===== src/dam_pkg.sv =====
// Shared constants for the DS1 receive alarm monitor
package dam_pkg;

  // ----------------------------------------------------------------
  // Bus geometry
  // ----------------------------------------------------------------
  localparam int ADDR_W = 16;         // AXI4-Lite byte address width
  localparam int DATA_W = 32;         // AXI4-Lite data width
  localparam int IDX_W = 14;          // Word index width (byte address / 4)
  localparam int REG_W = 8;           // Implemented register width

  // ----------------------------------------------------------------
  // Register indices; byte address is four times the index
  // ----------------------------------------------------------------
  localparam logic [IDX_W-1:0] IDX_BLOCK_IRQ_ENABLE = 14'h0b01;
  localparam logic [IDX_W-1:0] IDX_ALARM_ERROR_STATUS = 14'h0b02;
  localparam logic [IDX_W-1:0] IDX_ALARM_ERROR_IRQ_ENABLE = 14'h0b03;
  localparam logic [IDX_W-1:0] IDX_IRQ_CONTROL = 14'h0b04;

  // ----------------------------------------------------------------
  // Field positions
  // ----------------------------------------------------------------
  localparam int BIT_AIS_CHANGE = 1;  // Status: AIS state changed
  localparam int BIT_RED_CHANGE = 2;  // Status: red alarm state changed
  localparam int BIT_AIS_STATE = 6;   // Status: AIS declared
  localparam int BIT_RED_STATE = 7;   // Status: red alarm declared
  localparam int BIT_BLOCK_ALARM_EN = 1;
  localparam int BIT_CLEAR_ON_READ = 0;

  // Writable / clearable bit masks and reset values
  localparam logic [REG_W-1:0] CHANGE_MASK = 8'h06;
  localparam logic [REG_W-1:0] BLOCK_EN_MASK = 8'h02;
  localparam logic [REG_W-1:0] IRQ_CTRL_MASK = 8'h01;
  localparam logic [REG_W-1:0] RST_REG = 8'h00;

  // ----------------------------------------------------------------
  // Timing
  // ----------------------------------------------------------------
  localparam int CLK_PERIOD_NS = 25;
  localparam int INTERVAL_MS = 6;
  localparam int NS_PER_MS = 1000000;
  localparam int INTERVAL_CYCLES = INTERVAL_MS * NS_PER_MS / CLK_PERIOD_NS;
  localparam int TMR_W = 18;

  // ----------------------------------------------------------------
  // Integration thresholds
  // ----------------------------------------------------------------
  localparam int FLAG_CNT_W = 8;
  localparam logic [FLAG_CNT_W-1:0] RED_THRESHOLD = 8'h3f;  // 63 intervals
  localparam logic [FLAG_CNT_W-1:0] AIS_THRESHOLD = 8'hff;  // 255 intervals
  localparam logic [FLAG_CNT_W-1:0] CNT_ONE = 8'h01;
  localparam int DET_CNT_W = 5;
  localparam logic [DET_CNT_W-1:0] AIS_DET_MIN = 5'h16;     // 22 detections
  localparam logic [DET_CNT_W-1:0] DET_CNT_MAX = 5'h1f;
  localparam logic [1:0] AIS_ZERO_LIMIT = 2'h3;             // Fewer than 3 zeros

  // AXI responses
  localparam logic [1:0] RESP_OKAY = 2'h0;
  localparam logic [1:0] RESP_SLVERR = 2'h2;

endpackage


===== src/dam_alarm_monitor.sv =====
// DS1 receive alarm monitor: LOF/AIS integration, alarm status and AXI4-Lite registers
//
// Notes on behaviour
// Status bit 1 flags AIS state change
// Status bit 6 shows current AIS alarm
// Flag each 6 ms interval holding LOF
// Flagged intervals count up; 63 declares red
// Clean intervals count down; zero removes red
// Enable bit 2 gates red change interrupt
// Block enable bit 1 gates all alarm interrupts
// Software sets both enables for red interrupts
// Declaring red sets bits 7 and 2
// Clear-on-read mode clears on read, else write-clear
// Red change bit holds until status read or write-cleared
// Status bit 2 flags red state change
// Status bit 7 shows red alarm declared
// AIS detect: two frames, under three zeros
// AIS flag needs 22 of 24 detections
// AIS counter declares at 255, removes at zero
// Enable bit 1 gates AIS change interrupt
// Change bit set on declare and removal
// Interrupt only for enabled, set change bits
//
// Register access over AXI4-Lite was chosen for this implementation.
`timescale 1ns/10ps
module dam_alarm_monitor #(
  parameter int unsigned INTERVAL_CYCLES = dam_pkg::INTERVAL_CYCLES  // 6 ms interval length
) (
  // Clock and reset
  input wire logic i_clk,
  input wire logic i_nrst,
  // Receive framer side, same clock
  input wire logic i_lof,          // Loss of frame event
  input wire logic i_rx_valid,     // Received bit strobe
  input wire logic i_rx_data,      // Received bit value
  input wire logic i_rx_fbit,      // Bit is a framing bit
  input wire logic i_frame_sync,   // Frame boundary pulse
  // AXI4-Lite write address
  input wire logic i_awvalid,
  output logic o_awready,
  input wire logic [dam_pkg::ADDR_W-1:0] i_awaddr,
  // AXI4-Lite write data
  input wire logic i_wvalid,
  output logic o_wready,
  input wire logic [dam_pkg::DATA_W-1:0] i_wdata,
  input wire logic [3:0] i_wstrb,
  // AXI4-Lite write response
  output logic o_bvalid,
  input wire logic i_bready,
  output logic [1:0] o_bresp,
  // AXI4-Lite read
  input wire logic i_arvalid,
  output logic o_arready,
  input wire logic [dam_pkg::ADDR_W-1:0] i_araddr,
  output logic o_rvalid,
  input wire logic i_rready,
  output logic [dam_pkg::DATA_W-1:0] o_rdata,
  output logic [1:0] o_rresp,
  // Alarm outputs
  output logic o_irq,
  output logic o_red_alarm,
  output logic o_ais_alarm
);

  // ----------------------------------------------------------------
  // Reset release
  // ----------------------------------------------------------------
  logic rst_meta_reg;  // First stage
  logic rst_n;         // Released copy used everywhere

  // Two stages so release is clean with respect to i_clk
  always_ff @(posedge i_clk or negedge i_nrst) begin
    if (!i_nrst) begin
      rst_meta_reg <= 1'b0;
      rst_n <= 1'b0;
    end else begin
      rst_meta_reg <= 1'b1;
      rst_n <= rst_meta_reg;
    end
  end

  // ----------------------------------------------------------------
  // Interval timer
  // ----------------------------------------------------------------
  localparam logic [dam_pkg::TMR_W-1:0] TMR_LAST = dam_pkg::TMR_W'(INTERVAL_CYCLES - 1);
  logic [dam_pkg::TMR_W-1:0] tmr_reg;  // Cycles into current interval
  wire tick = (tmr_reg == TMR_LAST);   // Last cycle of an interval

  // Free-running; intervals follow back to back
  always_ff @(posedge i_clk or negedge rst_n) begin
    if (!rst_n) begin
      tmr_reg <= '0;
    end else begin
      tmr_reg <= tick ? '0 : tmr_reg + 1'b1;
    end
  end

  // ----------------------------------------------------------------
  // LOF interval flag
  // ----------------------------------------------------------------
  logic lof_seen_reg;  // An LOF occurred in this interval
  wire red_flag = tick && lof_seen_reg;

  // An LOF on the tick cycle belongs to the next interval
  always_ff @(posedge i_clk or negedge rst_n) begin
    if (!rst_n) begin
      lof_seen_reg <= 1'b0;
    end else begin
      lof_seen_reg <= tick ? i_lof : (lof_seen_reg | i_lof);
    end
  end

  // ----------------------------------------------------------------
  // AIS detection over frame pairs
  // ----------------------------------------------------------------
  logic [1:0] pair_zeros_reg;               // Zeros in pair, saturating at limit
  logic second_frame_reg;                   // Current frame closes a pair
  logic [dam_pkg::DET_CNT_W-1:0] det_cnt_reg;  // Detections this interval
  wire zero_bit = i_rx_valid && !i_rx_data && !i_rx_fbit;  // Payload zero
  wire pair_end = i_frame_sync && second_frame_reg;
  wire ais_det = pair_end && (pair_zeros_reg < dam_pkg::AIS_ZERO_LIMIT);
  wire ais_flag = tick && (det_cnt_reg >= dam_pkg::AIS_DET_MIN);
  wire [1:0] zeros_inc = (pair_zeros_reg == dam_pkg::AIS_ZERO_LIMIT) ? pair_zeros_reg : pair_zeros_reg + 1'b1;
  wire det_sat = (det_cnt_reg == dam_pkg::DET_CNT_MAX);

  // Count payload zeros across two frames; a zero on the boundary opens the next pair
  always_ff @(posedge i_clk or negedge rst_n) begin
    if (!rst_n) begin
      pair_zeros_reg <= '0;
      second_frame_reg <= 1'b0;
    end else begin
      if (pair_end) begin
        pair_zeros_reg <= {1'b0, zero_bit};
      end else if (zero_bit) begin
        pair_zeros_reg <= zeros_inc;
      end
      if (i_frame_sync) begin
        second_frame_reg <= !second_frame_reg;
      end
    end
  end

  // Detections per interval; 22 or more posts the AIS flag at the tick
  always_ff @(posedge i_clk or negedge rst_n) begin
    if (!rst_n) begin
      det_cnt_reg <= '0;
    end else if (tick) begin
      det_cnt_reg <= {{(dam_pkg::DET_CNT_W-1){1'b0}}, ais_det};
    end else if (ais_det && !det_sat) begin
      det_cnt_reg <= det_cnt_reg + 1'b1;
    end
  end

  // ----------------------------------------------------------------
  // Alarm integrators
  // ----------------------------------------------------------------
  logic red_alarm;
  logic red_change;
  logic ais_alarm;
  logic ais_change;

  // Red alarm: 63 flagged intervals declare, zero removes
  dam_flag_integrator #(.THRESHOLD(dam_pkg::RED_THRESHOLD)) u_red (
    .i_clk(i_clk),
    .i_rst_n(rst_n),
    .i_tick(tick),
    .i_flag(red_flag),
    .o_alarm(red_alarm),
    .o_change(red_change),
    .o_count()
  );

  // AIS: 255 flagged intervals declare, zero removes
  dam_flag_integrator #(.THRESHOLD(dam_pkg::AIS_THRESHOLD)) u_ais (
    .i_clk(i_clk),
    .i_rst_n(rst_n),
    .i_tick(tick),
    .i_flag(ais_flag),
    .o_alarm(ais_alarm),
    .o_change(ais_change),
    .o_count()
  );

  assign o_red_alarm = red_alarm;
  assign o_ais_alarm = ais_alarm;

  // ----------------------------------------------------------------
  // AXI4-Lite slave
  // ----------------------------------------------------------------
  logic aw_held_reg;                            // Address waiting for data
  logic [dam_pkg::ADDR_W-1:0] awaddr_reg;
  logic w_held_reg;                             // Data waiting for address
  logic [dam_pkg::DATA_W-1:0] wdata_reg;
  logic [3:0] wstrb_reg;
  logic bvalid_reg;
  logic [1:0] bresp_reg;
  logic rvalid_reg;
  logic [dam_pkg::DATA_W-1:0] rdata_reg;
  logic [1:0] rresp_reg;

  assign o_awready = !aw_held_reg && !bvalid_reg;
  assign o_wready = !w_held_reg && !bvalid_reg;
  assign o_arready = !rvalid_reg;
  wire aw_hs = i_awvalid && o_awready;
  wire w_hs = i_wvalid && o_wready;
  wire ar_hs = i_arvalid && o_arready;
  wire do_write = (aw_held_reg || aw_hs) && (w_held_reg || w_hs);
  wire [dam_pkg::ADDR_W-1:0] wr_addr = aw_held_reg ? awaddr_reg : i_awaddr;
  wire [dam_pkg::DATA_W-1:0] wr_data = w_held_reg ? wdata_reg : i_wdata;
  wire [3:0] wr_strb = w_held_reg ? wstrb_reg : i_wstrb;
  wire [dam_pkg::IDX_W-1:0] wr_idx = wr_addr[dam_pkg::ADDR_W-1:2];
  wire [dam_pkg::IDX_W-1:0] rd_idx = i_araddr[dam_pkg::ADDR_W-1:2];
  // Only byte lane 0 holds register bits; other lanes are ignored
  wire wr_lane0 = do_write && wr_strb[0];
  wire [dam_pkg::REG_W-1:0] wr_byte = wr_data[dam_pkg::REG_W-1:0];

  // Write decode
  wire wr_hit_blk = wr_idx == dam_pkg::IDX_BLOCK_IRQ_ENABLE;
  wire wr_hit_sts = wr_idx == dam_pkg::IDX_ALARM_ERROR_STATUS;
  wire wr_hit_ien = wr_idx == dam_pkg::IDX_ALARM_ERROR_IRQ_ENABLE;
  wire wr_hit_ctl = wr_idx == dam_pkg::IDX_IRQ_CONTROL;
  wire wr_mapped = wr_hit_blk || wr_hit_sts || wr_hit_ien || wr_hit_ctl;
  // Read decode
  wire rd_hit_blk = rd_idx == dam_pkg::IDX_BLOCK_IRQ_ENABLE;
  wire rd_hit_sts = rd_idx == dam_pkg::IDX_ALARM_ERROR_STATUS;
  wire rd_hit_ien = rd_idx == dam_pkg::IDX_ALARM_ERROR_IRQ_ENABLE;
  wire rd_hit_ctl = rd_idx == dam_pkg::IDX_IRQ_CONTROL;
  wire rd_mapped = rd_hit_blk || rd_hit_sts || rd_hit_ien || rd_hit_ctl;

  // Hold whichever half arrives first; release both with the response
  always_ff @(posedge i_clk or negedge rst_n) begin
    if (!rst_n) begin
      aw_held_reg <= 1'b0;
      awaddr_reg <= '0;
      w_held_reg <= 1'b0;
      wdata_reg <= '0;
      wstrb_reg <= '0;
      bvalid_reg <= 1'b0;
      bresp_reg <= dam_pkg::RESP_OKAY;
    end else begin
      if (do_write) begin
        aw_held_reg <= 1'b0;
        w_held_reg <= 1'b0;
        bvalid_reg <= 1'b1;
        bresp_reg <= wr_mapped ? dam_pkg::RESP_OKAY : dam_pkg::RESP_SLVERR;
      end else begin
        if (aw_hs) begin
          aw_held_reg <= 1'b1;
          awaddr_reg <= i_awaddr;
        end
        if (w_hs) begin
          w_held_reg <= 1'b1;
          wdata_reg <= i_wdata;
          wstrb_reg <= i_wstrb;
        end
        if (bvalid_reg && i_bready) begin
          bvalid_reg <= 1'b0;
        end
      end
    end
  end

  // ----------------------------------------------------------------
  // Registers
  // ----------------------------------------------------------------
  logic [dam_pkg::REG_W-1:0] blk_en_reg;   // block_irq_enable
  logic [dam_pkg::REG_W-1:0] irq_en_reg;   // alarm_error_irq_enable
  logic [dam_pkg::REG_W-1:0] ctl_reg;      // irq_control
  logic [dam_pkg::REG_W-1:0] chg_reg;      // Sticky change bits of alarm_error_status
  logic [dam_pkg::REG_W-1:0] chg_set;
  logic [dam_pkg::REG_W-1:0] status_word;
  wire clear_on_read = ctl_reg[dam_pkg::BIT_CLEAR_ON_READ];
  wire rd_clear = ar_hs && rd_hit_sts && clear_on_read;
  wire wr_clear = wr_lane0 && wr_hit_sts && !clear_on_read;
  wire [dam_pkg::REG_W-1:0] chg_clr = rd_clear ? dam_pkg::CHANGE_MASK :
                                      wr_clear ? (wr_byte & dam_pkg::CHANGE_MASK) : '0;

  // Change events and live states placed at their bit positions
  always_comb begin
    chg_set = '0;
    chg_set[dam_pkg::BIT_AIS_CHANGE] = ais_change;
    chg_set[dam_pkg::BIT_RED_CHANGE] = red_change;
    status_word = chg_reg;
    status_word[dam_pkg::BIT_AIS_STATE] = ais_alarm;
    status_word[dam_pkg::BIT_RED_STATE] = red_alarm;
  end

  // Register writes; a new event beats a clear in the same cycle
  always_ff @(posedge i_clk or negedge rst_n) begin
    if (!rst_n) begin
      blk_en_reg <= dam_pkg::RST_REG;
      irq_en_reg <= dam_pkg::RST_REG;
      ctl_reg <= dam_pkg::RST_REG;
      chg_reg <= dam_pkg::RST_REG;
    end else begin
      if (wr_lane0 && wr_hit_blk) begin
        blk_en_reg <= wr_byte & dam_pkg::BLOCK_EN_MASK;
      end
      if (wr_lane0 && wr_hit_ien) begin
        irq_en_reg <= wr_byte & dam_pkg::CHANGE_MASK;
      end
      if (wr_lane0 && wr_hit_ctl) begin
        ctl_reg <= wr_byte & dam_pkg::IRQ_CTRL_MASK;
      end
      chg_reg <= (chg_reg & ~chg_clr) | chg_set;
    end
  end

  // Read data: value before any clear this read causes
  wire [dam_pkg::REG_W-1:0] rd_byte = rd_hit_blk ? blk_en_reg :
                                      rd_hit_sts ? status_word :
                                      rd_hit_ien ? irq_en_reg :
                                      rd_hit_ctl ? ctl_reg : '0;

  // Read channel; rvalid holds until rready
  always_ff @(posedge i_clk or negedge rst_n) begin
    if (!rst_n) begin
      rvalid_reg <= 1'b0;
      rdata_reg <= '0;
      rresp_reg <= dam_pkg::RESP_OKAY;
    end else if (ar_hs) begin
      rvalid_reg <= 1'b1;
      rdata_reg <= {{(dam_pkg::DATA_W-dam_pkg::REG_W){1'b0}}, rd_byte};
      rresp_reg <= rd_mapped ? dam_pkg::RESP_OKAY : dam_pkg::RESP_SLVERR;
    end else if (i_rready) begin
      rvalid_reg <= 1'b0;
    end
  end

  assign o_bvalid = bvalid_reg;
  assign o_bresp = bresp_reg;
  assign o_rvalid = rvalid_reg;
  assign o_rdata = rdata_reg;
  assign o_rresp = rresp_reg;

  // ----------------------------------------------------------------
  // Interrupt
  // ----------------------------------------------------------------
  // Block enable and any set change bit with its per-alarm enable must agree
  assign o_irq = blk_en_reg[dam_pkg::BIT_BLOCK_ALARM_EN] && ((chg_reg & irq_en_reg) != '0);
endmodule // dam_alarm_monitor


===== src/dam_flag_integrator.sv =====
// Up/down interval flag counter that declares and removes one alarm
`timescale 1ns/10ps
module dam_flag_integrator #(
  parameter logic [dam_pkg::FLAG_CNT_W-1:0] THRESHOLD = dam_pkg::RED_THRESHOLD
) (
  // Clock and reset
  input wire logic i_clk,
  input wire logic i_rst_n,
  // Interval events
  input wire logic i_tick,
  input wire logic i_flag,
  // Alarm outputs
  output logic o_alarm,
  output logic o_change,
  output logic [dam_pkg::FLAG_CNT_W-1:0] o_count
);

  // ----------------------------------------------------------------
  // Counter and alarm state
  // ----------------------------------------------------------------
  localparam logic [dam_pkg::FLAG_CNT_W-1:0] ONE_BELOW = THRESHOLD - dam_pkg::CNT_ONE;
  logic [dam_pkg::FLAG_CNT_W-1:0] cnt_reg;   // Flag counter
  logic [dam_pkg::FLAG_CNT_W-1:0] cnt_next;
  logic alarm_reg;                           // Declared alarm
  logic alarm_next;
  wire step_up = i_tick && i_flag && (cnt_reg != THRESHOLD);          // Saturates at threshold
  wire step_dn = i_tick && !i_flag && (cnt_reg != '0);                // Stops at zero

  // Count flagged intervals up, clean ones down
  assign cnt_next = step_up ? cnt_reg + dam_pkg::CNT_ONE :
                    step_dn ? cnt_reg - dam_pkg::CNT_ONE : cnt_reg;
  // Declare on reaching threshold, remove only on reaching zero
  assign alarm_next = (step_up && cnt_reg == ONE_BELOW) ? 1'b1 :
                      (step_dn && cnt_reg == dam_pkg::CNT_ONE) ? 1'b0 : alarm_reg;
  // Change pulse on both declare and removal
  assign o_change = alarm_next ^ alarm_reg;
  assign o_alarm = alarm_reg;
  assign o_count = cnt_reg;

  // State registers
  always_ff @(posedge i_clk or negedge i_rst_n) begin
    if (!i_rst_n) begin
      cnt_reg <= '0;
      alarm_reg <= 1'b0;
    end else begin
      cnt_reg <= cnt_next;
      alarm_reg <= alarm_next;
    end
  end
endmodule // dam_flag_integrator


===== config.mk =====
export PLATFORM = sky130hd
export DESIGN_NAME = dam_alarm_monitor
export DESIGN_NICKNAME = d
export VERILOG_FILES = /design/src/dam_pkg.sv /design/src/dam_alarm_monitor.sv /design/src/dam_flag_integrator.sv
export SDC_FILE = /design/constraint.sdc
export NUM_CORES = 1
export LEC_CHECK = 0
export BUFFER_PORTS_ARGS = -buffer_cell sky130_fd_sc_hd__buf_2
export CAP_MARGIN = 40
export CORE_ASPECT_RATIO = 0.75
export CORE_MARGIN = 2
export CORE_UTILIZATION = 25
export DETAILED_ROUTE_END_ITERATION = 8
export HOLD_SLACK_MARGIN = 0.03
export PLACE_DENSITY = 0.43
export SLEW_MARGIN = 20
export SYNTH_ARGS = -nofsm -noshare
export SYNTH_HDL_FRONTEND = slang
export SYNTH_HIERARCHICAL = 1
export SYNTH_SLANG_ARGS = --single-unit
export TNS_END_PERCENT = 5

===== constraint.sdc =====
create_clock -name i_clk -period 2.5 [get_ports i_clk]
set_input_delay 0.75 -clock i_clk [delete_from_list [all_inputs] [get_ports i_clk]]
set_output_delay 0.75 -clock i_clk [all_outputs]
set_load 0.03 [all_outputs]

# After elaboration in Yosys (flattened, before gate mapping)
# Cells that the tools add are included.
# word_totals
ff_bits	95
inputBits	80
out_inout_bits	44
# classes
add_sub_neg	7
n_lt_le_gt_ge	2
n_eq_ne	18
muxes	34
bitwise	8
n_reduce_logical	68
# ops
op	n
equality test 14 x 12 -> 1 bit, second input constant	8
two-way mux 8 bit	6
logical AND 1 bit	35
nonzero test 8 bit	3
adder 18 x 1 -> 18 bit, second input constant	1
equality test 18 bit, second input constant	1
two-way mux 18 bit	1
adder 8 x 1 -> 8 bit, second input constant	2
equality test 8 x 1 -> 1 bit, second input constant	2
two-way mux 16 bit	1
nonzero test 2 bit	8
subtractor 8 x 1 -> 8 bit, second input constant	2
two-way mux 1 bit	15
two-way mux 3 bit	4
logical NOT 1 bit	11
two-way mux 2 bit	5
two-way mux 5 bit	2
AND 8 x 3 -> 8 bit	1
AND 8 bit	1
equality test 8 x 6 -> 1 bit, second input constant	1
equality test 8 bit, second input constant	1
logical OR 1 bit	8
!= test 8 x 6 -> 1 bit, second input constant	1
!= test 8 bit, second input constant	1
other kinds (13)	16

# Longest topological paths before layout
# Gate-level depths: netlist of the first run.
# depth
depth_word	13
depth_mapped	12
mapped_depth_nobuf	12

# Cells and area by module
# Netlist of the first run, hierarchy kept.
# by_module_without_submodules
module	instances	cells_each	area_each_um2
dam_alarm_monitor	1	312	3409.5
dam_flag_integrator (u_red)	1	69	671.9
dam_flag_integrator (u_ais)	1	70	645.6

# Least setup slack after synthesis of the first run
# No wires, ideal clock.
# synth_timing
kind	reg-to-reg
startpoint	reg tmr_reg[0] in the netlist's numbering
endpoint	reg chg_reg[1] in the netlist's numbering
setup_time_ns	0.087
t_arrival_ns	2.633
t_required_ns	2.413
path_slack_ns	-0.220
stages_incl_launch_ff	13
n_path_buf	1
cell_sequence	dfrtp_1 > ha_1 > and4_1 > nand4_1 > nor2_2 > buf_2 > or4bb_1 > nor4_1 > nand2_1 > o21ai_0 > inv_1 > and2_1 > a22oi_1
# synth_between
elab_chain_len	10
elab_cells_between_ends	13
# synth_lines
element	line_no	text
start: declaration	dam_alarm_monitor.sv:86	logic [dam_pkg::TMR_W-1:0] tmr_reg;
start signal: assignment	dam_alarm_monitor.sv:94	tmr_reg <= tick ? '0 : tmr_reg + 1'b1;
equality test 18 bit *	dam_alarm_monitor.sv:87	wire tick = (tmr_reg == TMR_LAST);
named net tick	dam_alarm_monitor.sv:87	
logical AND 1 bit	dam_alarm_monitor.sv:122	wire ais_flag = tick && (det_cnt_reg >= dam_pkg::AIS_DET_MIN);
logical NOT 1 bit	dam_flag_integrator.sv:27	wire step_dn = i_tick && !i_flag && (cnt_reg != '0);
logical AND 1 bit (2 in a row)	dam_flag_integrator.sv:27	
logical AND 1 bit	dam_flag_integrator.sv:34	(step_dn && cnt_reg == dam_pkg::CNT_ONE) ? 1'b0 : alarm_reg;
two-way mux 1 bit	dam_flag_integrator.sv:34	
two-way mux 1 bit *	dam_flag_integrator.sv:33	assign alarm_next = (step_up && cnt_reg == ONE_BELOW) ? 1'b1 :
bitwise XOR 1 bit *	dam_flag_integrator.sv:36	assign o_change = alarm_next ^ alarm_reg;
named net ais_change	dam_alarm_monitor.sv:160	logic ais_change;
bitwise OR 8 x 3 -> 8 bit *	dam_alarm_monitor.sv:305	chg_reg <= (chg_reg & ~chg_clr) | chg_set;
end signal: assignment	dam_alarm_monitor.sv:294	chg_reg <= dam_pkg::RST_REG;
end signal: assignment	dam_alarm_monitor.sv:305	
end: declaration	dam_alarm_monitor.sv:269	logic [dam_pkg::REG_W-1:0] chg_reg;
# Mark *: on every way through the listed nets, which the timed path passes. The rest lies on a longest branch.
# A chain may end at the register's enable or synchronous reset.

# Worst setup path in the final report of the first run
# layout_timing
startpoint	reg det_cnt_reg[0] in the netlist's numbering
endpoint	reg chg_reg[1] in the netlist's numbering
# layout_between
elab_chain_len	10
elab_cells_between_ends	13
# layout_lines
element	line_no	text
start: declaration	dam_alarm_monitor.sv:118	logic [dam_pkg::DET_CNT_W-1:0] det_cnt_reg;
start signal: assignment	dam_alarm_monitor.sv:148	det_cnt_reg <= {{(dam_pkg::DET_CNT_W-1){1'b0}}, ais_det};
start signal: assignment	dam_alarm_monitor.sv:150	det_cnt_reg <= det_cnt_reg + 1'b1;
>= comparator 5 bit *	dam_alarm_monitor.sv:122	
logical AND 1 bit *	dam_alarm_monitor.sv:122	
named net ais_flag	dam_alarm_monitor.sv:122	
logical NOT 1 bit	dam_flag_integrator.sv:27	
logical AND 1 bit (2 in a row)	dam_flag_integrator.sv:27	
logical AND 1 bit	dam_flag_integrator.sv:34	
two-way mux 1 bit	dam_flag_integrator.sv:34	
two-way mux 1 bit *	dam_flag_integrator.sv:33	
bitwise XOR 1 bit *	dam_flag_integrator.sv:36	
named net ais_change	dam_alarm_monitor.sv:160	
bitwise OR 8 x 3 -> 8 bit *	dam_alarm_monitor.sv:305	
# Marks and branches as above.

==> flow_metrics.py, run 1 <==
metrics = {
    "floorplanning": {
        "start_util_pct": 25.5,
        "io_pins": 124,
        "fp.dieW_um": 163,
        "chip_height_um": 123,
        "core.rowCount": 43,
        "floorplan.die_area_um2": 20000,
        "placeableCoreArea_um2": 18500,
    },
    "synth": {
        "async_reset_ff_share_pct": 100,
        "synth-edff-count": 0,
        "yosys_warnings": 6,
        "dominantRegCellSynth": "sky130_fd_sc_hd__dfrtp_1",
        "synth.top_cells.by_area": "sky130_fd_sc_hd__dfrtp_1 43%, sky130_fd_sc_hd__mux2_2 5.2%, sky130_fd_sc_hd__buf_4 4.8%",
        "postSynthRegisterBits": 82,
        "synthesis.area_per_instance_um2": 10.5,
        "synth.top_cell.area_share_pct": 43.4,
        "post_synth_num_cell_types": 70,
        "synth_top_area_cell": "sky130_fd_sc_hd__dfrtp_1",
        "post_synth_inst_count": 451,
        "synth.cell_area_um2": 4730,
        "top_post_synthesis_cells_by_count": "82 x sky130_fd_sc_hd__dfrtp_1, 34 x sky130_fd_sc_hd__nor2_1, 30 x sky130_fd_sc_hd__buf_4, 24 x sky130_fd_sc_hd__inv_1, 23 x sky130_fd_sc_hd__nand2_1",
        "sequential_area_share_after_synthesis_pct": 43.4,
        "yosysMostFrequentCell": "sky130_fd_sc_hd__dfrtp_1",
    },
    "layout": {
        "largest_register_ff_count": 18,
        "num-fill-cells": 1909,
        "final_core_utilization_pct": 31.1,
        "register_area_um2": 2060,
        "fin_nets": 635,
        "areaGrowthSynthToFinish_pct": 21.6,
        "layout.cells.non_filler": 792,
        "layout-drive-gt1-share_pct": 29.0,
        "n_antenna_cell": 0,
        "multiInputGateArea_um2": 2470,
    },
    "setup_path": {
        "cp_data_required_time_ns": 2.74,
        "worst_ep_arrival_time_ns": 2.65,
        "worst-r2r-cell-count": 13,
        "cp-start-kind": "flop",
        "cp-end-kind": "flop",
        "cp_max_fo": 3,
        "worst-setup-path-type": "flop to flop",
    },
    "timing": {
        "rsz_0062_raised_after_global_routing": "yes",
        "drv_slew": 0,
        "finalSetupViolations": 0,
        "final_period_minus_worst_setup_slack_ns": 2.41,
        "fmax_mhz": 416,
        "max-slew-margin-rel_pct": 54.6,
        "timing.final.crit_share_pct": 96.3,
        "timing_worst_slew_pin_value_ns": 0.675,
        "skew_ns": 0.00809,
        "hold_viol_final": 0,
    },
    "pwr": {
        "power_leakage_nw": 2.54,
        "max-vdd-ir-drop_mv": 0.478,
        "total_power_mw": 4.09,
        "power.density_nw_per_um2": 711,
    },
    "placed_design": {
        "port_buffers": 58,
        "gpl.final_weighted_congestion": 0.795,
        "placedCellCount": 776,
        "post-dp-hpwl_um": 7500,
    },
    "grt": {
        "global_route_wire_length_before_repair_um": 16300,
        "globalRouteOverflowTotal": 0,
        "overall_track_demand_over_capacity_in_global_routing_pct": 10.2,
        "antenna_found_initial": 0,
        "vias_in_the_first_global_route": 3310,
        "grt_start_max_net_pins": 45,
    },
    "cts": {
        "htreeDepth": 3,
        "clock-root-buffer": "sky130_fd_sc_hd__clkbuf_16",
        "clock_insertion_delay_worst_skew_ns": 0.33,
        "cts.repair_timing.setup_buffer_count": 0,
        "cts.sinks": 82,
        "clock_tree_from_tritoncts": "done",
        "postCtsHoldBufs": 0,
        "cts-root-to-sink-buffers": 2,
        "cts_buffers": 9,
        "clk_pin_slew_ns": 0.06,
    },
    "detailed_routing": {
        "drt-initial-drc-count": 151,
        "dr.pass1.iters": 5,
        "route.antenna.remaining_nets": 0,
        "drcViolationCount": 0,
        "vias": 3501,
        "detail_route.wl_per_cell_um": 12.6,
        "vias_per_cell": 4.42,
        "drt-total-wl_um": 9960,
    },
    "status": {
        "run_status": "complete, no violations",
    },
    "run": {
        "cap_viol_max_count": 0,
    },
    "worst_hold_path": {
        "hp-class": "input pin to async pin",
    },
}
[area by class of cell]
class / count / area share [%]
repair buffers: 88 / 8.97
well taps: 247 / 5.38
clock inverters: 5 / 1.37
multi-input cells: 335 / 42.9
clock buffers: 11 / 4.05
flip-flops and latches: 82 / 35.8
inverters: 24 / 1.57
[through the flow]
| step | worst slack, ns | TNS [ns] | hold slack [ns] | cell area [um^2] |
|---|---|---|---|---|
| 6_report | 0.0935 | 0 | 0.193 | 5750 |
| 5_1_grt | -0.132 | -0.523 | 0.173 | 5750 |
| 4_1_cts | 0.0272 | 0 | 0.177 | 5710 |
| 3_5_place_dp | 0.0501 | 0 | 0.339 | 5400 |
| 3_3_place_gp | 0.0297 | 0 | 0.340 | 5400 |
| 2_1_floorplan | -0.0234 | -0.0265 | 0.331 | 4850 |
[cell families after synthesis]
family                   synth area share (%)
buffers and inverters                    7.78
XOR/XNOR                                 6.11
multiplexers                             7.89
other                                   0.159
flip-flops                               43.4
AO/OA/AOI/OAI                            12.0
AND/OR/NAND/NOR                          18.7
adder cells (fa/ha/maj)                  3.97
[timing repair]
action / in CTS / in global routing
endpoints found under the setup margin: 0 / 11
gates resized for setup: 0 / 7
endpoints found under the hold margin: 0 / 0
[layer usage]
layer / global-route usage, % / share of wire [%] / wire [um]
met5: 0 / 0 / 0
met4: 3.04 / 0.46 / 46
met3: 2.82 / 3.5 / 346
met2: 15.3 / 44 / 4400
met1: 14.5 / 52 / 5170
[worst paths after layout]
check	slack, ns	to	from
max	0.09	chg_reg[1]$_DFF_PN0_	det_cnt_reg[0]$_DFFE_PN0P_
min in group i_clk	0.35	rst_n$_DFF_PN0_	rst_meta_reg$_DFF_PN0_
max in group asynchronous	1.48	wdata_reg[1]$_DFFE_PN0P_	rst_n$_DFF_PN0_
max reg2reg	0.09	chg_reg[1]$_DFF_PN0_	det_cnt_reg[0]$_DFFE_PN0P_
min reg2reg	0.34	awaddr_reg[11]$_DFFE_PN0P_	rst_n$_DFF_PN0_
min	0.19	rst_n$_DFF_PN0_	i_nrst
[critical path: stages, from the launching register on]
cell and delay [ns]:
sky130_fd_sc_hd__dfrtp_1 0.34, sky130_fd_sc_hd__inv_1 0.05, sky130_fd_sc_hd__ha_1 0.18, sky130_fd_sc_hd__o21a_1 0.18, sky130_fd_sc_hd__o21ai_0 0.14, sky130_fd_sc_hd__nor3_1 0.08, sky130_fd_sc_hd__buf_4 0.14, sky130_fd_sc_hd__or4bb_4 0.54
sky130_fd_sc_hd__nor4_4 0.16, sky130_fd_sc_hd__nand2_1 0.07, sky130_fd_sc_hd__o21ai_0 0.07, sky130_fd_sc_hd__inv_1 0.08, sky130_fd_sc_hd__and2_1 0.13, sky130_fd_sc_hd__a22oi_1 0.15
[report_power, final]
group / leakage, nW / total [mW] / switching (mW) / internal (mW)
Sequential: 1.01 / 1.76 / 0.184 / 1.57
Combinational: 1.38 / 0.933 / 0.508 / 0.425
Clock: 0.153 / 1.40 / 0.523 / 0.874
Total: 2.54 / 4.09 / 1.21 / 2.87
[layout by cell type, fill, tap and decap left out, types with 4 or more instances in the layout]
master,netlist,routed
sky130_fd_sc_hd__nor2b_1,7,7
sky130_fd_sc_hd__nand4_1,15,15
sky130_fd_sc_hd__xnor2_1,14,14
sky130_fd_sc_hd__ha_1,15,14
sky130_fd_sc_hd__o21ai_0,16,16
sky130_fd_sc_hd__nor4_1,5,4
sky130_fd_sc_hd__mux2_1,4,4
sky130_fd_sc_hd__conb_1,2,30
sky130_fd_sc_hd__buf_2,5,58
sky130_fd_sc_hd__nor4b_1,6,5
sky130_fd_sc_hd__nand3_1,14,14
sky130_fd_sc_hd__a31oi_1,6,6
sky130_fd_sc_hd__xor2_1,19,19
sky130_fd_sc_hd__mux2i_1,8,8
sky130_fd_sc_hd__nor3b_1,6,6
sky130_fd_sc_hd__a21oi_1,9,9
sky130_fd_sc_hd__inv_1,24,24
sky130_fd_sc_hd__dfrtp_1,82,81
sky130_fd_sc_hd__nor2_1,34,34
sky130_fd_sc_hd__clkbuf_16,0,9
sky130_fd_sc_hd__buf_4,30,30
sky130_fd_sc_hd__nor3_1,9,9
sky130_fd_sc_hd__or2_2,4,4
sky130_fd_sc_hd__nand2_1,23,23
sky130_fd_sc_hd__a22oi_1,5,5
sky130_fd_sc_hd__mux2_2,22,22
Note: power is estimated with default switching activity, not from simulation.
==> inputs of run 2 (changes only) <==
--- a/config.mk
+++ b/config.mk
@@ -16,6 +16,5 @@
 export SLEW_MARGIN = 20
 export SYNTH_ARGS = -nofsm -noshare
 export SYNTH_HDL_FRONTEND = slang
-export SYNTH_HIERARCHICAL = 1
 export SYNTH_SLANG_ARGS = --single-unit
 export TNS_END_PERCENT = 5
==> run 2 against run 1 <==
Compared with the run above:
- routed wire length is 2.1% higher
- synthesized area down 0.11%
- die area is 0.11% lower
- clock skew about the same
- power up 3.9%
- worst setup slack improved by 0.30 ns
- fmax grew 14%
- largest cell class unchanged
==> flow_metrics.py, run 2 <==
metrics = {
    "status": {
        "run_status": "complete, no violations",
    },
    "floorplanning": {
        "floorplan.die_area_um2": 20000,
        "core.rowCount": 43,
        "io_pins": 124,
        "placeableCoreArea_um2": 18500,
        "start_util_pct": 25.5,
        "fp.dieW_um": 163,
        "chip_height_um": 123,
    },
    "setup_path": {
        "cp_max_fo": 7,
        "worst-setup-path-type": "flop to flop",
        "cp-end-kind": "flop",
        "cp-start-kind": "flop",
        "worst_ep_arrival_time_ns": 2.31,
        "cp_data_required_time_ns": 2.70,
    },
    "synth": {
        "yosysMostFrequentCell": "sky130_fd_sc_hd__dfrtp_1",
        "synth_top_area_cell": "sky130_fd_sc_hd__dfrtp_1",
        "yosys_warnings": 0,
        "top_post_synthesis_cells_by_count": "82 x sky130_fd_sc_hd__dfrtp_1, 32 x sky130_fd_sc_hd__buf_4, 27 x sky130_fd_sc_hd__nand2_1, 26 x sky130_fd_sc_hd__mux2_2, 26 x sky130_fd_sc_hd__nor2_1",
        "synth_mux_area_share_pct": 7.68,
        "post_synth_inst_count": 458,
        "synth.top_cells.by_area": "sky130_fd_sc_hd__dfrtp_1 43%, sky130_fd_sc_hd__mux2_2 6.2%, sky130_fd_sc_hd__buf_4 5.1%",
        "synth-xor-area-share_pct": 5.38,
        "synth_compound_area_share_pct": 12.2,
        "synth_simple_gate_area_share_pct": 19.7,
        "sequential_area_share_after_synthesis_pct": 43.5,
        "synthesis.area_per_instance_um2": 10.3,
        "synth_top_family_by_area": "simple AND/OR/NAND/NOR gates",
        "dominantRegCellSynth": "sky130_fd_sc_hd__dfrtp_1",
        "postSynthRegisterBits": 82,
        "synth-edff-count": 0,
        "synth_fa_ha_area_share_pct": 3.71,
        "synth.top_cell.area_share_pct": 43.5,
        "synth.cell_area_um2": 4720,
        "post_synth_num_cell_types": 71,
        "async_reset_ff_share_pct": 100,
    },
    "detailed_routing": {
        "drt-total-wl_um": 10200,
        "dr.pass1.iters": 4,
        "vias_per_cell": 4.57,
        "drcViolationCount": 0,
        "detail_route.wl_per_cell_um": 13.1,
        "drt-initial-drc-count": 215,
        "route.antenna.remaining_nets": 0,
        "vias": 3545,
    },
    "placed_design": {
        "dp_slack_ns": 0.0278,
        "port_buffers": 58,
        "post-dp-hpwl_um": 7530,
        "gpl.final_weighted_congestion": 0.796,
    },
    "timing": {
        "setup_tns_ns": 0,
        "max-slew-margin-rel_pct": 62.7,
        "final_period_minus_worst_setup_slack_ns": 2.11,
        "fin_hold_ws_ns": 0.192,
        "fmax_mhz": 474,
        "rsz_0062_raised_after_global_routing": "no",
        "timing.final.ws_setup_ns": 0.391,
        "timing_worst_slew_pin_value_ns": 0.560,
        "finalSetupViolations": 0,
        "timing.final.crit_share_pct": 84.4,
        "hold_viol_final": 0,
        "drv_slew": 0,
        "skew_ns": 0.00828,
    },
    "layout": {
        "fin_nets": 617,
        "num-fill-cells": 1952,
        "largest_register_ff_count": 18,
        "n_antenna_cell": 0,
        "layout_commonest_cell": "sky130_fd_sc_hd__dfrtp_1",
        "areaGrowthSynthToFinish_pct": 17.2,
        "layout-drive-gt1-share_pct": 25.0,
        "layout_common_cells": "81 x sky130_fd_sc_hd__dfrtp_1, 58 x sky130_fd_sc_hd__buf_2, 30 x sky130_fd_sc_hd__conb_1, 27 x sky130_fd_sc_hd__nand2_1",
    },
    "grt": {
        "globalRouteMet3Util_pct": 2.55,
        "overall_track_demand_over_capacity_in_global_routing_pct": 10.6,
        "most_congested_layer_reported_by_global_routing": "met2",
        "globalRouteOverflowTotal": 0,
        "grt_start_max_net_pins": 49,
        "grtUsageMet2_pct": 15.9,
        "vias_in_the_first_global_route": 3414,
        "global_route.usage.met1_pct": 15.2,
        "global_route_wire_length_before_repair_um": 17000,
        "antenna_found_initial": 0,
    },
    "cts": {
        "clock_insertion_delay_worst_skew_ns": 0.34,
        "clk_pin_slew_ns": 0.07,
        "clock-root-buffer": "sky130_fd_sc_hd__clkbuf_16",
        "cts-root-to-sink-buffers": 2,
        "cts.repair_timing.setup_buffer_count": 0,
        "cts-resized-gates": 0,
        "htreeDepth": 3,
        "clock_tree_from_tritoncts": "done",
        "postCtsHoldBufs": 0,
        "cts.sinks": 82,
        "cts_buffers": 9,
    },
    "pwr": {
        "max-vdd-ir-drop_mv": 0.346,
        "power_leakage_nw": 2.42,
        "power.density_nw_per_um2": 767,
        "total_power_mw": 4.24,
    },
    "run": {
        "cap_viol_max_count": 0,
    },
    "worst_hold_path": {
        "hp-class": "input pin to async pin",
    },
}
-- run 2: changes by cell type after synthesis, moves of 5 or more --
cell / delta
sky130_fd_sc_hd__clkbuf_1: +6
sky130_fd_sc_hd__nor2_1: -8
sky130_fd_sc_hd__nand4_1: -8
sky130_fd_sc_hd__o21ai_0: +8
sky130_fd_sc_hd__nor4_1: +5
sky130_fd_sc_hd__and3_1: +9
sky130_fd_sc_hd__inv_1: -6
-- run 2: where the power goes --
group / switching [mW] / total (mW) / internal, mW
combinational: 0.600 / 1.10 / 0.505
clock: 0.558 / 1.33 / 0.776
sequential: 0.227 / 1.81 / 1.58
total: 1.38 / 4.24 / 2.86
-- run 2: layout make-up --
cell class,count,area [um^2],share of cell area [%]
Clock buffer,10,229,4.14
Timing Repair Buffer,70,393,7.10
Clock inverter,6,66.3,1.20
Tap cell,247,309,5.58
Inverter,19,73.8,1.33
Sequential cell,82,2060,37.1
Multi-Input combinational cell,341,2410,43.5
-- run 2: final timing paths --
path | startpoint | endpoint | slack, ns | cells past startpoint
min in group i_clk | rst_meta_reg$_DFF_PN0_ | rst_n$_DFF_PN0_ | 0.36 | 0
hold reg to reg | rst_n$_DFF_PN0_ | awaddr_reg[10]$_DFFE_PN0P_ | 0.28 | 0
hold / removal | i_nrst | rst_n$_DFF_PN0_ | 0.19 | 1
setup / recovery | u_ais.o_count[0]$_DFFE_PN0P_ | u_ais.o_count[4]$_DFFE_PN0P_ | 0.39 | 7
max in group asynchronous | rst_n$_DFF_PN0_ | u_red.o_alarm$_DFF_PN0_ | 1.57 | 1
setup reg to reg | u_ais.o_count[0]$_DFFE_PN0P_ | u_ais.o_count[4]$_DFFE_PN0P_ | 0.39 | 7
-- run 2: worst max-delay path, stage by stage, from the launching register on --
cell	delay [ns]
sky130_fd_sc_hd__dfrtp_1	0.45
sky130_fd_sc_hd__inv_1	0.15
sky130_fd_sc_hd__ha_1	0.20
sky130_fd_sc_hd__or3b_2	0.51
sky130_fd_sc_hd__o22ai_2	0.20
sky130_fd_sc_hd__or3_1	0.20
sky130_fd_sc_hd__o32ai_1	0.11
sky130_fd_sc_hd__xor2_1	0.17
-- run 2: per-layer routing --
layer  vias to the layer above  routed length (um)
met5                         -                   0
met3                         8                 396
li1                       1738                   -
met4                         0                  93
met2                        74                4530
met1                      1725                5140
-- run 2: through the flow --
step	cell area (um^2)	instances	utilization, %
after detailed placement	5240	759	28.3
after floorplan	4830	486	-
final	5540	775	29.9
after global placement	5240	759	28.3
after global routing	5540	775	29.9
after CTS	5540	775	29.9
-- run 2: cell families (layout without fill, tap and decap cells) --
group,count (synthesis),count (layout)
DFF,82,82
buffers and inverters,63,105
other,2,30
adders and majority gates,14,14
and+or+nand+nor,156,156
xor gates and xnor gates,29,29
AOI/OAI and AO/OA,79,79
muxes,33,33
==> inputs of run 3 (changes only) <==
==> constraint.sdc (replaced) <==
create_clock -name i_clk -period 1.93 [get_ports i_clk]
set_input_delay 0.579 -clock i_clk [delete_from_list [all_inputs] [get_ports i_clk]]
set_output_delay 0.579 -clock i_clk [all_outputs]
set_load 0.03 [all_outputs]
==> run 3 against run 2 <==
Compared with the run above:
- combinational power is 58% higher
- non-clock buffer count is 55 higher
- sequential power is 30% higher
- clock power is 33% higher
- cell count is 7.1% higher
- clock-buffer cell count is 1 higher
- register-to-register slack worse by 0.35 ns
- global-route usage is 0.53 points higher
- largest cell class unchanged
- highest routed layer unchanged
==> flow_metrics.py, run 3 (synthesis results as in run 2) <==
metrics = {
    "pwr": {
        "power_leakage_nw": 2.72,
        "power.density_nw_per_um2": 962,
        "total_power_mw": 5.86,
        "max-vdd-ir-drop_mv": 0.383,
    },
    "timing": {
        "rsz_0062_raised_after_global_routing": "yes",
        "fin_hold_ws_ns": 0.276,
        "hold_viol_final": 0,
        "fmax_mhz": 531,
        "final_period_minus_worst_setup_slack_ns": 1.88,
        "skew_ns": 0.0114,
        "drv_slew": 0,
        "timing.final.ws_setup_ns": 0.0458,
        "finalSetupViolations": 0,
        "timing.final.crit_share_pct": 97.6,
    },
    "detailed_routing": {
        "drt-total-wl_um": 10700,
        "route.antenna.remaining_nets": 0,
        "detail_route.wl_per_cell_um": 12.9,
        "vias_per_cell": 4.47,
        "vias": 3710,
        "drcViolationCount": 0,
        "drt-initial-drc-count": 208,
        "dr.pass1.iters": 4,
    },
    "status": {
        "run_status": "complete, no violations",
    },
    "grt": {
        "global_route_wire_length_before_repair_um": 17700,
        "most_congested_layer_reported_by_global_routing": "met2",
        "overall_track_demand_over_capacity_in_global_routing_pct": 11.1,
        "antenna_found_initial": 0,
        "globalRouteMet3Util_pct": 3.02,
        "grtUsageMet2_pct": 16.7,
        "global_route.usage.met1_pct": 15.4,
        "grt_start_max_net_pins": 37,
        "globalRouteOverflowTotal": 0,
        "vias_in_the_first_global_route": 3648,
    },
    "placed_design": {
        "dp_slack_ns": -0.310,
        "post-dp-hpwl_um": 7970,
        "dpl_cell_area_um2": 5650,
        "port_buffers": 58,
        "gpl.final_weighted_congestion": 0.775,
    },
    "floorplanning": {
        "io_pins": 124,
        "chip_height_um": 123,
        "start_util_pct": 25.5,
        "placeableCoreArea_um2": 18500,
        "core.rowCount": 43,
        "fp.dieW_um": 163,
        "floorplan.die_area_um2": 20000,
    },
    "layout": {
        "num-fill-cells": 1935,
        "largest_register_ff_count": 18,
        "final_core_utilization_pct": 32.9,
        "layout_common_cells": "81 x sky130_fd_sc_hd__dfrtp_1, 63 x sky130_fd_sc_hd__buf_4, 57 x sky130_fd_sc_hd__buf_2, 30 x sky130_fd_sc_hd__conb_1, 27 x sky130_fd_sc_hd__nand2_1",
        "layout-drive-gt1-share_pct": 35.0,
        "fin_nets": 672,
        "n_antenna_cell": 0,
        "register_area_um2": 2060,
        "multiInputGateArea_um2": 2520,
        "areaGrowthSynthToFinish_pct": 29.0,
        "area_of_all_placed_cells_without_fillers_um2": 6090,
        "layout_commonest_cell": "sky130_fd_sc_hd__dfrtp_1",
    },
    "run": {
        "cap_viol_max_count": 0,
    },
    "setup_path": {
        "cp-start-kind": "flop",
        "worst_ep_arrival_time_ns": 2.15,
        "cp_data_required_time_ns": 2.20,
        "worst-setup-path-type": "flop to flop",
        "reg2reg_slack_ns": 0.05,
        "cp_max_fo": 7,
        "cp-end-kind": "flop",
    },
    "cts": {
        "clk_pin_slew_ns": 0.07,
        "clock_tree_from_tritoncts": "done",
        "cts_buffers": 9,
        "cts.sinks": 82,
        "clock_insertion_delay_worst_skew_ns": 0.35,
        "cts-root-to-sink-buffers": 2,
        "htreeDepth": 3,
        "clock-root-buffer": "sky130_fd_sc_hd__clkbuf_16",
    },
    "worst_hold_path": {
        "hp-class": "flop to async pin",
    },
}
-- run 3: changes by cell type in the layout (fill, tap and decap cells not counted), sizes merged --
cell / change
dlygate4sd3: +1
buf: +53
clkinv: -1
clkbuf: +2
-- run 3: power breakdown --
part | internal [mW] | switching [mW] | total [mW]
combinational | 0.852 | 0.889 | 1.74
clock | 1.04 | 0.728 | 1.77
sequential | 2.04 | 0.303 | 2.35
-- run 3: final cells by class --
cell class,instances,share of cell area [%]
tap,247,5.07
timing repair buffer,125,13.6
clock inverter,5,1.01
multi-input combinational,341,41.4
sequential,82,33.8
inverter,19,1.21
clock buffer,11,3.99
-- run 3: final timing paths --
| kind | from | end | cells after the start |
|---|---|---|---|
| worst max-delay path | tmr_reg[12]$_DFF_PN0_ | u_ais.o_count[4]$_DFFE_PN0P_ | 5 |
| worst min-delay path | rst_n$_DFF_PN0_ | awaddr_reg[8]$_DFFE_PN0P_ | 0 |
| worst max register to register | tmr_reg[12]$_DFF_PN0_ | u_ais.o_count[4]$_DFFE_PN0P_ | 5 |
| worst min register to register | rst_n$_DFF_PN0_ | awaddr_reg[8]$_DFFE_PN0P_ | 0 |
| max in group asynchronous | rst_n$_DFF_PN0_ | tmr_reg[7]$_DFF_PN0_ | 1 |
| min in group i_clk | rst_meta_reg$_DFF_PN0_ | rst_n$_DFF_PN0_ | 0 |
-- run 3: metrics by stage --
step | cells | TNS (ns)
floorplan | 486 | -0.127
global placement | 812 | -1.15
detailed placement | 812 | -1.10
CTS | 829 | 0
global route | 830 | -0.272
finish | 830 | 0
-- run 3: layer usage --
| metal | up-vias | part of all wire, % | wire length (um) |
|---|---|---|---|
| met4 | 0 | 1.4 | 147 |
| met5 | - | 0 | 0 |
| met2 | 60 | 44 | 4760 |
| li1 | 1846 | - | - |
| met1 | 1795 | 50 | 5360 |
| met3 | 9 | 4.0 | 433 |
-- run 3: worst max-delay path: stages, from the launching register on --
cell and delay, ns:
sky130_fd_sc_hd__dfrtp_1 0.39, sky130_fd_sc_hd__and4bb_2 0.32, sky130_fd_sc_hd__nand4_2 0.25, sky130_fd_sc_hd__or3_4 0.47
sky130_fd_sc_hd__o32ai_1 0.20, sky130_fd_sc_hd__xor2_1 0.18
-- run 3: repair_timing --
item | 4_1_cts | 5_1_grt
pin swaps | 4 | 1
setup buffers | 0 | 1
hold buffers | 1 | 0
endpoints found under the hold margin | 2 | 0
gates resized for setup | 3 | 25
setup endpoints to repair | 3 | 24
